File: src/include/twd_pkg.sv
// shared constants, field layouts and types of the timer watchdog block
package twd_pkg;

    // time base geometry
    localparam int unsigned TB_W       = 64;
    localparam int unsigned WORD_W     = 32;
    localparam logic [63:0] TB_RESET   = 64'h0000_0000_0000_0000;

    // watchdog candidate bits, lsb-0 index into the 64-bit time base
    // period 2^(n+1) clocks means bit n rises once every 2^(n+1) ticks
    localparam int unsigned WD_BIT_P0  = 20;  // low word bit 11, 2^21
    localparam int unsigned WD_BIT_P1  = 24;  // low word bit 7, 2^25
    localparam int unsigned WD_BIT_P2  = 28;  // low word bit 3, 2^29
    localparam int unsigned WD_BIT_P3  = 32;  // high word bit 31, 2^33

    // interval candidate bits, lsb-0 index into the time base
    localparam int unsigned IV_BIT_P0  = 12;  // low word bit 19, 2^13
    localparam int unsigned IV_BIT_P1  = 16;  // low word bit 15, 2^17
    localparam int unsigned IV_BIT_P2  = 20;  // low word bit 11, 2^21
    localparam int unsigned IV_BIT_P3  = 24;  // low word bit 7, 2^25

    // reset kind encodings
    localparam logic [1:0] KIND_NONE   = 2'h0;
    localparam logic [1:0] KIND_CORE   = 2'h1;
    localparam logic [1:0] KIND_CHIP   = 2'h2;
    localparam logic [1:0] KIND_SYSTEM = 2'h3;

    // register reset values
    localparam logic [31:0] CTRL_RESET = 32'h0000_0000;
    localparam logic [31:0] STAT_RESET = 32'h0000_0000;

    // writable field mask of the control word, msb-0 bits 0:9
    localparam logic [31:0] CTRL_WMASK = 32'hffc0_0000;
    // implemented bits of the status word, msb-0 bits 0:5
    localparam logic [31:0] STAT_MASK  = 32'hfc00_0000;

    // control word, first member is msb-0 bit 0 (lsb-0 bit 31)
    typedef struct packed {
        logic [1:0]  wd_period;             // watchdog period select
        logic [1:0]  watchdog_reset_kind;   // sticky, set-only by software
        logic        watchdog_irq_enable;
        logic        countdown_irq_enable;
        logic [1:0]  interval_period_select;
        logic        interval_irq_enable;
        logic        auto_reload;
        logic [21:0] rsvd;
    } twd_ctrl_t;

    // status word, first member is msb-0 bit 0
    typedef struct packed {
        logic        arm_next_watchdog;
        logic        watchdog_irq_status;
        logic [1:0]  last_watchdog_reset_kind;
        logic        countdown_event_flag;
        logic        interval_event_flag;
        logic [25:0] rsvd;
    } twd_stat_t;

    // reset request toward the reset sequencer
    typedef struct packed {
        logic        req;
        logic [1:0]  kind;
    } twd_rst_t;

    // special-register selector for moves to and from the block
    typedef enum logic [1:0] {
        SPR_CTRL,
        SPR_STAT,
        SPR_TB_LOW,
        SPR_TB_HIGH
    } twd_spr_t;

    // action taken on one watchdog exception
    typedef enum logic [1:0] {
        ACT_NONE,
        ACT_ARM,
        ACT_FLAG,
        ACT_RESET
    } twd_action_t;

endpackage

File: src/verilog/twd_bit_rise.sv
// rising-edge detector on one of four selectable time base bits
`timescale 1ns/10ps
module twd_bit_rise
    import twd_pkg::*;
#(
    parameter int unsigned P0 = 0,
    parameter int unsigned P1 = 1,
    parameter int unsigned P2 = 2,
    parameter int unsigned P3 = 3
) (
    // clock and reset
    input  wire logic            clk_sys,
    input  wire logic            sys_rst,
    // observed counter and selection
    input  wire logic [TB_W-1:0] tb,
    input  wire logic [1:0]      sel,
    // one-cycle pulse on a 0 to 1 change of the selected bit
    output wire logic            rise
);

    logic [3:0] cand;
    logic [3:0] prev;

    // all four candidates are tracked, so a change of sel never fakes an edge
    assign cand = {tb[P3], tb[P2], tb[P1], tb[P0]};

    // any cause of the change counts, a software write just as a tick
    assign rise = cand[sel] & ~prev[sel];

    // previous value of every candidate bit
    always_ff @(posedge clk_sys) begin
        if (sys_rst) begin
            prev <= 4'h0;
        end else begin
            prev <= cand;
        end
    end

endmodule

File: src/verilog/twd_top.sv
// timer watchdog control: time base, control and status words, watchdog
`timescale 1ns/10ps
module twd_top
    import twd_pkg::*;
(
    // clock and reset
    input  wire logic             clk_sys,
    input  wire logic             sys_rst,
    // special-register moves
    input  wire logic             spr_wr_en,
    input  wire twd_spr_t         spr_wr_sel,
    input  wire logic [31:0]      spr_wr_data,
    input  wire twd_spr_t         spr_rd_sel,
    output logic      [31:0]      spr_rd_data,
    // timer clock source
    input  wire logic             timer_clock_pick,
    input  wire logic             ext_timer_clk,
    // debug freeze
    input  wire logic             freeze_enable,
    input  wire logic             debug_event_recorded,
    // countdown timer side
    input  wire logic             countdown_event,
    output logic                  countdown_tick,
    output twd_ctrl_t             ctrl_out,
    // time base view
    output logic      [TB_W-1:0]  time_base,
    // requests toward the core
    output logic                  watchdog_irq,
    output logic                  countdown_irq,
    output logic                  interval_irq,
    output twd_rst_t              wd_reset
);

    // ------------------------------------------------------------------
    // state
    // ------------------------------------------------------------------
    twd_ctrl_t   ctrl;
    twd_stat_t   stat;
    logic        ext_sample;
    logic        ext_prev;

    twd_ctrl_t   next_ctrl;
    twd_stat_t   next_stat;
    twd_rst_t    next_wd_reset;
    logic [TB_W-1:0] next_time_base;
    logic [31:0] next_rd_data;

    // ------------------------------------------------------------------
    // timer clock source and freeze
    // ------------------------------------------------------------------
    logic ext_rise;
    logic src_tick;
    logic frozen;
    logic tb_tick;

    // external source is sampled once, so it can tick at most every
    // second clock; a faster input simply loses edges
    assign ext_rise = ext_sample & ~ext_prev;
    assign src_tick = timer_clock_pick ? ext_rise : 1'b1;

    // freeze holds while the debug event stays recorded
    assign frozen  = freeze_enable & debug_event_recorded;
    assign tb_tick = src_tick & ~frozen;

    // sample latch and its delayed copy for the edge
    always_ff @(posedge clk_sys) begin
        if (sys_rst) begin
            ext_sample <= 1'b0;
            ext_prev   <= 1'b0;
        end else begin
            ext_sample <= ext_timer_clk;
            ext_prev   <= ext_sample;
        end
    end

    // ------------------------------------------------------------------
    // write decode
    // ------------------------------------------------------------------
    logic wr_ctrl;
    logic wr_stat;
    logic wr_tb_low;
    logic wr_tb_high;

    assign wr_ctrl    = spr_wr_en & (spr_wr_sel == SPR_CTRL);
    assign wr_stat    = spr_wr_en & (spr_wr_sel == SPR_STAT);
    assign wr_tb_low  = spr_wr_en & (spr_wr_sel == SPR_TB_LOW);
    assign wr_tb_high = spr_wr_en & (spr_wr_sel == SPR_TB_HIGH);

    // ------------------------------------------------------------------
    // time base
    // ------------------------------------------------------------------
    // a write replaces its half and drops the tick of that cycle
    assign next_time_base =
        wr_tb_low  ? {time_base[63:32], spr_wr_data} :
        wr_tb_high ? {spr_wr_data, time_base[31:0]} :
        tb_tick    ? time_base + 64'h1 :
                     time_base;

    always_ff @(posedge clk_sys) begin
        if (sys_rst) begin
            time_base <= TB_RESET;
        end else begin
            time_base <= next_time_base;
        end
    end

    // ------------------------------------------------------------------
    // exception detection on selected time base bits
    // ------------------------------------------------------------------
    logic wd_exc;
    logic iv_exc;

    // watchdog bit choice follows the period select field
    twd_bit_rise #(
        .P0 (WD_BIT_P0),
        .P1 (WD_BIT_P1),
        .P2 (WD_BIT_P2),
        .P3 (WD_BIT_P3)
    ) u_wd_rise (
        .clk_sys (clk_sys),
        .sys_rst (sys_rst),
        .tb      (time_base),
        .sel     (ctrl.wd_period),
        .rise    (wd_exc)
    );

    // interval timer shares the same edge logic
    twd_bit_rise #(
        .P0 (IV_BIT_P0),
        .P1 (IV_BIT_P1),
        .P2 (IV_BIT_P2),
        .P3 (IV_BIT_P3)
    ) u_iv_rise (
        .clk_sys (clk_sys),
        .sys_rst (sys_rst),
        .tb      (time_base),
        .sel     (ctrl.interval_period_select),
        .rise    (iv_exc)
    );

    // ------------------------------------------------------------------
    // watchdog action decode
    // ------------------------------------------------------------------
    twd_action_t action;

    // the action depends on the flags as they stand before this cycle
    always_comb begin
        action = ACT_NONE;
        if (wd_exc) begin
            case ({stat.arm_next_watchdog, stat.watchdog_irq_status})
                2'h0:    action = ACT_ARM;
                2'h1:    action = ACT_ARM;
                2'h2:    action = ACT_FLAG;
                2'h3:    action = ACT_RESET;
                default: action = ACT_NONE;
            endcase
        end
    end

    logic set_arm;
    logic set_flag;
    logic fire_reset;

    assign set_arm    = (action == ACT_ARM);
    assign set_flag   = (action == ACT_FLAG);
    // with no reset kind chosen the third step does nothing at all
    assign fire_reset = (action == ACT_RESET) &
                        (ctrl.watchdog_reset_kind != KIND_NONE);

    // ------------------------------------------------------------------
    // control word
    // ------------------------------------------------------------------
    twd_ctrl_t wr_ctrl_word;
    logic [1:0] next_kind;

    assign wr_ctrl_word = twd_ctrl_t'(spr_wr_data & CTRL_WMASK);

    // kind bits only ever go up by software; the reset path empties them,
    // which keeps errant code from disarming the watchdog reset
    assign next_kind =
        fire_reset ? KIND_NONE :
        wr_ctrl    ? (ctrl.watchdog_reset_kind |
                      wr_ctrl_word.watchdog_reset_kind) :
                     ctrl.watchdog_reset_kind;

    always_comb begin
        next_ctrl = ctrl;
        if (wr_ctrl) begin
            next_ctrl = wr_ctrl_word;
        end
        next_ctrl.watchdog_reset_kind = next_kind;
        next_ctrl.rsvd = 22'h0;
    end

    // processor reset clears all, auto-reload among it
    always_ff @(posedge clk_sys) begin
        if (sys_rst) begin
            ctrl <= twd_ctrl_t'(CTRL_RESET);
        end else begin
            ctrl <= next_ctrl;
        end
    end

    // ------------------------------------------------------------------
    // status word
    // ------------------------------------------------------------------
    twd_stat_t clr;

    // software write is a clear mask, never data
    assign clr = wr_stat ? twd_stat_t'(spr_wr_data & STAT_MASK)
                         : twd_stat_t'(32'h0);

    // a hardware set in the same cycle as its clear wins
    always_comb begin
        next_stat = stat;
        next_stat.arm_next_watchdog =
            (stat.arm_next_watchdog & ~clr.arm_next_watchdog) |
            set_arm;
        next_stat.watchdog_irq_status =
            (stat.watchdog_irq_status & ~clr.watchdog_irq_status) |
            set_flag;
        next_stat.last_watchdog_reset_kind =
            fire_reset ? ctrl.watchdog_reset_kind :
            (stat.last_watchdog_reset_kind &
             ~clr.last_watchdog_reset_kind);
        next_stat.countdown_event_flag =
            (stat.countdown_event_flag & ~clr.countdown_event_flag) |
            countdown_event;
        next_stat.interval_event_flag =
            (stat.interval_event_flag & ~clr.interval_event_flag) |
            iv_exc;
        next_stat.rsvd = 26'h0;
    end

    always_ff @(posedge clk_sys) begin
        if (sys_rst) begin
            stat <= twd_stat_t'(STAT_RESET);
        end else begin
            stat <= next_stat;
        end
    end

    // ------------------------------------------------------------------
    // requests toward the core
    // ------------------------------------------------------------------
    logic next_wd_irq;
    logic next_cd_irq;
    logic next_iv_irq;

    // levels from the updated flags; the core applies its critical or
    // external enable, so a handler must drop status or enable itself
    assign next_wd_irq = next_stat.watchdog_irq_status &
                         next_ctrl.watchdog_irq_enable;
    assign next_cd_irq = next_stat.countdown_event_flag &
                         next_ctrl.countdown_irq_enable;
    assign next_iv_irq = next_stat.interval_event_flag &
                         next_ctrl.interval_irq_enable;

    // reset request lives for one cycle only
    assign next_wd_reset.req  = fire_reset;
    assign next_wd_reset.kind = fire_reset ? ctrl.watchdog_reset_kind
                                           : KIND_NONE;

    always_ff @(posedge clk_sys) begin
        if (sys_rst) begin
            watchdog_irq  <= 1'b0;
            countdown_irq <= 1'b0;
            interval_irq  <= 1'b0;
            wd_reset      <= '0;
        end else begin
            watchdog_irq  <= next_wd_irq;
            countdown_irq <= next_cd_irq;
            interval_irq  <= next_iv_irq;
            wd_reset      <= next_wd_reset;
        end
    end

    // ------------------------------------------------------------------
    // countdown side outputs
    // ------------------------------------------------------------------
    // tick is registered, so the countdown timer runs one cycle behind
    always_ff @(posedge clk_sys) begin
        if (sys_rst) begin
            countdown_tick <= 1'b0;
            ctrl_out       <= twd_ctrl_t'(CTRL_RESET);
        end else begin
            countdown_tick <= tb_tick;
            ctrl_out       <= next_ctrl;
        end
    end

    // ------------------------------------------------------------------
    // read path
    // ------------------------------------------------------------------
    // registered read data, one cycle after the selector
    assign next_rd_data =
        (spr_rd_sel == SPR_CTRL)   ? 32'(ctrl) :
        (spr_rd_sel == SPR_STAT)   ? 32'(stat) :
        (spr_rd_sel == SPR_TB_LOW) ? time_base[31:0] :
                                     time_base[63:32];

    always_ff @(posedge clk_sys) begin
        if (sys_rst) begin
            spr_rd_data <= 32'h0;
        end else begin
            spr_rd_data <= next_rd_data;
        end
    end

endmodule

File: config.mk
export PLATFORM = sky130hd
export DESIGN_NAME = twd_top
export DESIGN_NICKNAME = d
export VERILOG_FILES = /design/src/include/twd_pkg.sv /design/src/verilog/twd_bit_rise.sv /design/src/verilog/twd_top.sv
export SDC_FILE = /design/constraint.sdc
export NUM_CORES = 1
export LEC_CHECK = 0
export BUFFER_PORTS_ARGS = -buffer_cell sky130_fd_sc_hd__buf_2
export CORE_UTILIZATION = 50
export CTS_BUF_LIST = sky130_fd_sc_hd__clkbuf_4 sky130_fd_sc_hd__clkbuf_8 sky130_fd_sc_hd__clkbuf_16
export DETAILED_ROUTE_END_ITERATION = 8
export PLACE_DENSITY = 0.86
export SLEW_MARGIN = 20
export SYNTH_ARGS = -nofsm -noshare
export SYNTH_HDL_FRONTEND = slang
export SYNTH_SLANG_ARGS = --single-unit
File: constraint.sdc
create_clock -name clk_sys -period 3.5 [get_ports clk_sys]
set_input_delay 0.525 -clock clk_sys [delete_from_list [all_inputs] [get_ports clk_sys]]
set_output_delay 0.525 -clock clk_sys [all_outputs]
set_load 0.01 [all_outputs]
==> After elaboration in Yosys (flattened, before gate mapping) <==
Cells that the tools add are included.
{ "word_totals": {"out_inout_bits": 135, "register_bits": 177, "in_bits": 44, "word_cells": 107} }
{ "classes": {"n_reduce_logical": 11, "n_eq_ne": 12, "bitwise": 34, "muxes": 20, "n_addsub": 1, "order_cmp": 2} }
{ "ops": {"columns": ["cell", "count"], "rows": [
  ["2-to-1 mux 32 bit", 5],
  ["2-to-1 mux 64 bit", 2],
  ["adder 64 x 1 -> 64 bit (second input constant)", 1],
  ["2-to-1 mux 28 bit", 1],
  ["AND 1 bit", 17],
  ["== test 2 bit (second input constant)", 7],
  ["inverter 1 bit", 10],
  ["binary-select mux 1 bit (select 2 bit)", 4],
  ["== test 2 x 1 -> 1 bit (second input constant)", 4],
  ["logical NOT 2 bit", 3],
  ["less-than comparator 2 x 3 -> 1 bit (second input constant)", 2],
  ["case mux 2 bit (3 select lines)", 1],
  ["nonzero test 2 bit", 3],
  ["OR reduction 2 bit", 3],
  ["2-to-1 mux 1 bit", 5],
  ["2-to-1 mux 2 bit", 2],
  ["OR 1 bit", 4],
  ["AND reduction 2 bit", 2],
  ["AND 2 bit", 1],
  ["!= test 2 bit (second input constant)", 1],
  ["inverter 2 bit", 1],
  ["OR 2 bit", 1]
]} }

==> Longest topological paths before layout <==
{ "depth": {"depth_word": 9, "mapped_depth": 9, "mapped_depth_nobuf": 7} }

==> Cells and area by module <==
A second synthesis with hierarchy kept.
{ "unflattened": {"hier_cells": 784, "hier_area_um2": 6448.7} }
{ "modules_own_cells": {"columns": ["module", "seq_area_each_um2", "cells_per_inst", "n_inst", "area_each_um2"], "rows": [
  ["twd_top", 2422.3, 758, 1, 6138.4],
  ["twd_bit_rise", 80.1, 13, 2, 155.1]
]} }

==> Worst setup path before layout <==
OpenSTA, ideal clock, no wires.
{ "synth_timing": {"path_type": "reg-to-reg", "from": "register time_base[0]", "to": "register time_base[60]", "period_less_slack_ps": 2046, "n_path_buf": 2, "arrival_ps": 1961, "required_time_ps": 3414, "slack_ps": 1454, "setup_time_ps": 86, "path_stages_with_launch": 10, "cell_sequence": "dfxtp_1 -> ha_1 -> and3_1 -> and4_1 -> buf_4 -> buf_4 -> nand4_1 -> nor4_1 -> xnor2_1 -> a211oi_1"} }
{ "synth_between": {"elab_chain_len": 3} }
{ "synth_rtl": {"columns": ["item", "line", "source"], "rows": [
  ["start: declaration", "twd_top.sv:26", "output logic [TB_W-1:0] time_base,"],
  ["start signal: assignment", "twd_top.sv:103", "time_base <= next_time_base;"],
  ["adder 64 x 1 -> 64 bit", "twd_top.sv:96", "tb_tick ? time_base + 64'h1 :"],
  ["2-to-1 mux 64 bit", "twd_top.sv:96", null],
  ["2-to-1 mux 64 bit", "twd_top.sv:95", "wr_tb_high ? {spr_wr_data, time_base[31:0]} :"]
]} }
No other way between the ends. The select of a mux whose other input is x is not followed.
A chain may end at the register's enable or synchronous reset.

==> Worst setup path in the final report <==
{ "layout_timing": {"from": "register time_base[0]", "to": "register time_base[56]"} }
Same word-level chain as after synthesis.

==> metrics.md <==
| Metric | Value |
|---|---|
| Mux share of post-synthesis cell area | 0.04825 |
| Worst-path clk slew | 50 ps |
| DIE AREA | 13480 um2 |
| Num CTS Buffers | 17 |
| Status | finished clean |
| Crit Path Max Fanout | 9 |
| N_diodes | 0 |
| EDFF count, synth | 0 |
| Headroom to the max-slew limit | 0.2407 |
| Setup crit end | time_base[56] |
| CP Cell Sequence | ha_1 > and3_1 > and4_1 > nand4_1 > nor4_1 > xnor2_1 > a211oi_1 |
| Maximum VDD drop | ~0.25 mV |
| Adder-cell share of the synthesized area | 0.001922 |
| Synth Area in Compound Gates | 0.1634 |
| Yosys top cell area share | 0.3906 |
| Number of global-route vias before repair | 6176 |
| R2r startpoint | time_base[0] |
| CP max-delay cell | dfxtp_1 |
| Share of cells above drive strength 1 | 0.2508 |
| Post-Synth XOR/XNOR Area | 0.03768 |
| Fin Setup TNS | 0 ps |
| Launch point of the worst path | time_base[0] |
| CTS tree | done |
| Power per cell area | ~470 nW/um2 |
| RSZ-0062 raised after global routing | no |
| Final setup vio count | 0 |
| Post-CTS repair timing setup buffer count | 0 |
| Hold Crit Class | input port to flop |
| RR Endpoint | time_base[56] |
| Post-synth ARST share | 0 |
| Crit share post-route | 0.7691 |
| Library cells used by synthesis | 61 |
| Fmax | 371.5 MHz |
| Simple-Gate Fraction of Synth Area | 0.2951 |
| Routed WL | 22530 um |
| Detail Route Antenna Nets | 0 |
| I/O pin count | 179 |
| Measured slew at the worst slew-check pin | 1139 ps |
| Starting Density | 0.5137 |
| Clock Skews | 6.506 ps |
| Multi-input logic area | 3646 um2 |
| Iter 0 DRT Violations | 1052 |
| Mapped cell area | between 6000 and 7000 um2 |
| Top cells by area, synth | dfxtp_1 (39%), nor2_1 (5.5%), nand2_1 (5.2%) |
| WP data required | 3830 ps |
| Core area | approximately 13000 um2 |
| Nets@finish | about 980 |
| Yosys warns | 0 |
| Slowest cell delay on critical path | 460 ps |
| Area growth syn-to-layout | 21.68% |
| Gr usage total | 0.3370 |
| # rows | 41 |
| Routability cong. | 0.9862 |
| Synth area leader | dfxtp_1 |
| Primary FF master, synth | dfxtp_1 |
| CP startpoint kind | flop |
| DP HPWL | 15590 um |
| Tmin final | 2692 ps |
| Setup slack, reg-to-reg | 810 ps |
| Main combinational cell family by area after synthesis | simple AND/OR/NAND/NOR gates |
| Reg2Reg Depth | 7 |
| Fin. max-slew vios | 0 |
| Leading cell type in the layout, fill and taps excluded | buf_2 |
| Via density | a little over 6 |
| Initial antenna violation count | 0 |
| Hold_ws | ~320 ps |
| Setup slack after layout | 808.1 ps |
| Die width | around 120 um |
| Die Span Y | between 100 and 150 um |
| Power, Total | 3734 uW |
| First-pass GRT wire length | 33910 um |
| Most frequent cells in the layout | buf_2 (156), dfxtp_1 (127), nor2_1 (95) |
| DRC viols | 0 |
| Crit path arrival time | 3030 ps |
| Post-CTS Hold Buffers | 0 |
| Post-Synthesis Cells | between 700 and 800 |
| Final Hold Viols | 0 |
| Max-Cap Viols | 0 |
| Static Leak | between 0.003 and 0.004 uW |
| Grt ovf | 0 |
| Via count | 6983 |
| WS Path Type | flop to flop |
| Port Buffers | 156 |
| Resize count post-CTS | 0 |
| Pre-CTS WS | 787.4 ps |
| Drt wl/cell | 20.09 um |
| Sequential-to-total area share from yosys stat | 0.3906 |
| Clk root buf | clkbuf_16 |
| H-tree Lvls | 4 |
| Final Util | 0.6251 |
| Clk Latency, worst-skew pair | approximately 420 ps |
| FF+latch count, synth | 127 |
| Synthesized area per cell | 8.146 um2 |
| Largest net degree at the start of global routing | 48 |
| Clk sinks | approximately 130 |
| Detailed Routing Iterations Pass 1 | 7 |
| Register area | 2542 um2 |
| Fill cells | 1106 |
| CP Capture Type | flop |
| CTS Buffer Depth | 2 |
==> worst min-delay path by stage <==
| stage | from | end | cells past startpoint |
|---|---|---|---|
| floorplan | ext_sample | ext_prev | 1 |
| global placement | ext_sample | ext_prev | 1 |
| detailed placement | ext_sample | ext_prev | 1 |
| CTS | countdown_event | stat[27] | 3 |
| global route | countdown_event | stat[27] | 3 |
| finish | ext_timer_clk | ext_sample | 2 |
==> layout make-up <==
| cell class | count | area share |
|---|---|---|
| Multi-Input combinational cell | 612 | 0.4603 |
| Sequential cell | 127 | 0.3210 |
| Timing Repair Buffer | 174 | 0.1156 |
| Clock buffer | 24 | 0.06272 |
| Tap cell | 172 | 0.02717 |
| Clock inverter | 7 | 0.01074 |
| Inverter | 5 | 0.002370 |
==> flip-flops by register name (all words and copies together) (netlist names) <==
| signal | flops |
|---|---|
| stat | 6 |
| ext_prev | 1 |
| watchdog_irq | 1 |
| u_iv_rise.prev | 3 |
| countdown_tick | 1 |
| interval_irq | 1 |
| spr_rd_data | 32 |
| u_wd_rise.prev | 3 |
| ctrl_out | 10 |
| countdown_irq | 1 |
| wd_reset | 3 |
| time_base | 64 |
| ext_sample | 1 |
==> synth_stat cells (all sizes together) (2+ instances only) <==
library cell and number:
and2 8, clkbuf 42, nand3 36, nor4 26, nand2 91, nor3b 3, nor2 95, a222oi 2
or3 2, buf 34, dfxtp 127, a21oi 62, a211oi 31, nand2b 6, o211ai 5, mux2i 10
a31oi 7, and3 15, a22oi 8, mux2 5, inv 5, o31ai 3, a311oi 4, a211o 2
a22o 3, mux4 7, xnor2 28, a221oi 2, nand4 28, a21boi 3, nor2b 17, nor3 36
a41oi 2, and4 7, o21ai 23
==> critical path: cells and delay by family, from the launching register on <==
kind            cells  cell delay [ps]
xor+xnor            1              120
flops               1              460
compound gates      1              240
simple gates        4             1510
fa+ha+maj           1              270
==> power by group <==
group	total, uW	internal, uW	switching (uW)
logic	395	146	249
registers	1590	1500	85.0
clock network	1750	1120	627
==> metal layers <==
layer  vias to the layer above  part of all wire  global-route usage
met3                        67              0.13             0.09289
li1                       3123                 -                   -
met5                         -                 0                   0
met4                         0             0.032              0.1556
met2                       525              0.45              0.5067
met1                      3268              0.39              0.4499
==> metrics by stage <==
stage               instance area, um2  std cells
floorplan                         6588        820
global placement                  7338       1090
finish                            7920       1121
global route                      7920       1121
detailed placement                7338       1090
CTS                               7920       1121
==> kinds of logic (layout without fill, tap and decap cells) <==
| group | after synthesis | in the layout |
|---|---|---|
| and+or+nand+nor | 374 | 374 |
| muxes | 22 | 22 |
| DFF | 127 | 127 |
| other | 1 | 22 |
| AOI/OAI and AO/OA | 165 | 165 |
| xor gates and xnor gates | 28 | 28 |
| buffers and inverters | 81 | 210 |
| adders and majority gates | 1 | 1 |
Power figures use the tool's default switching activity.
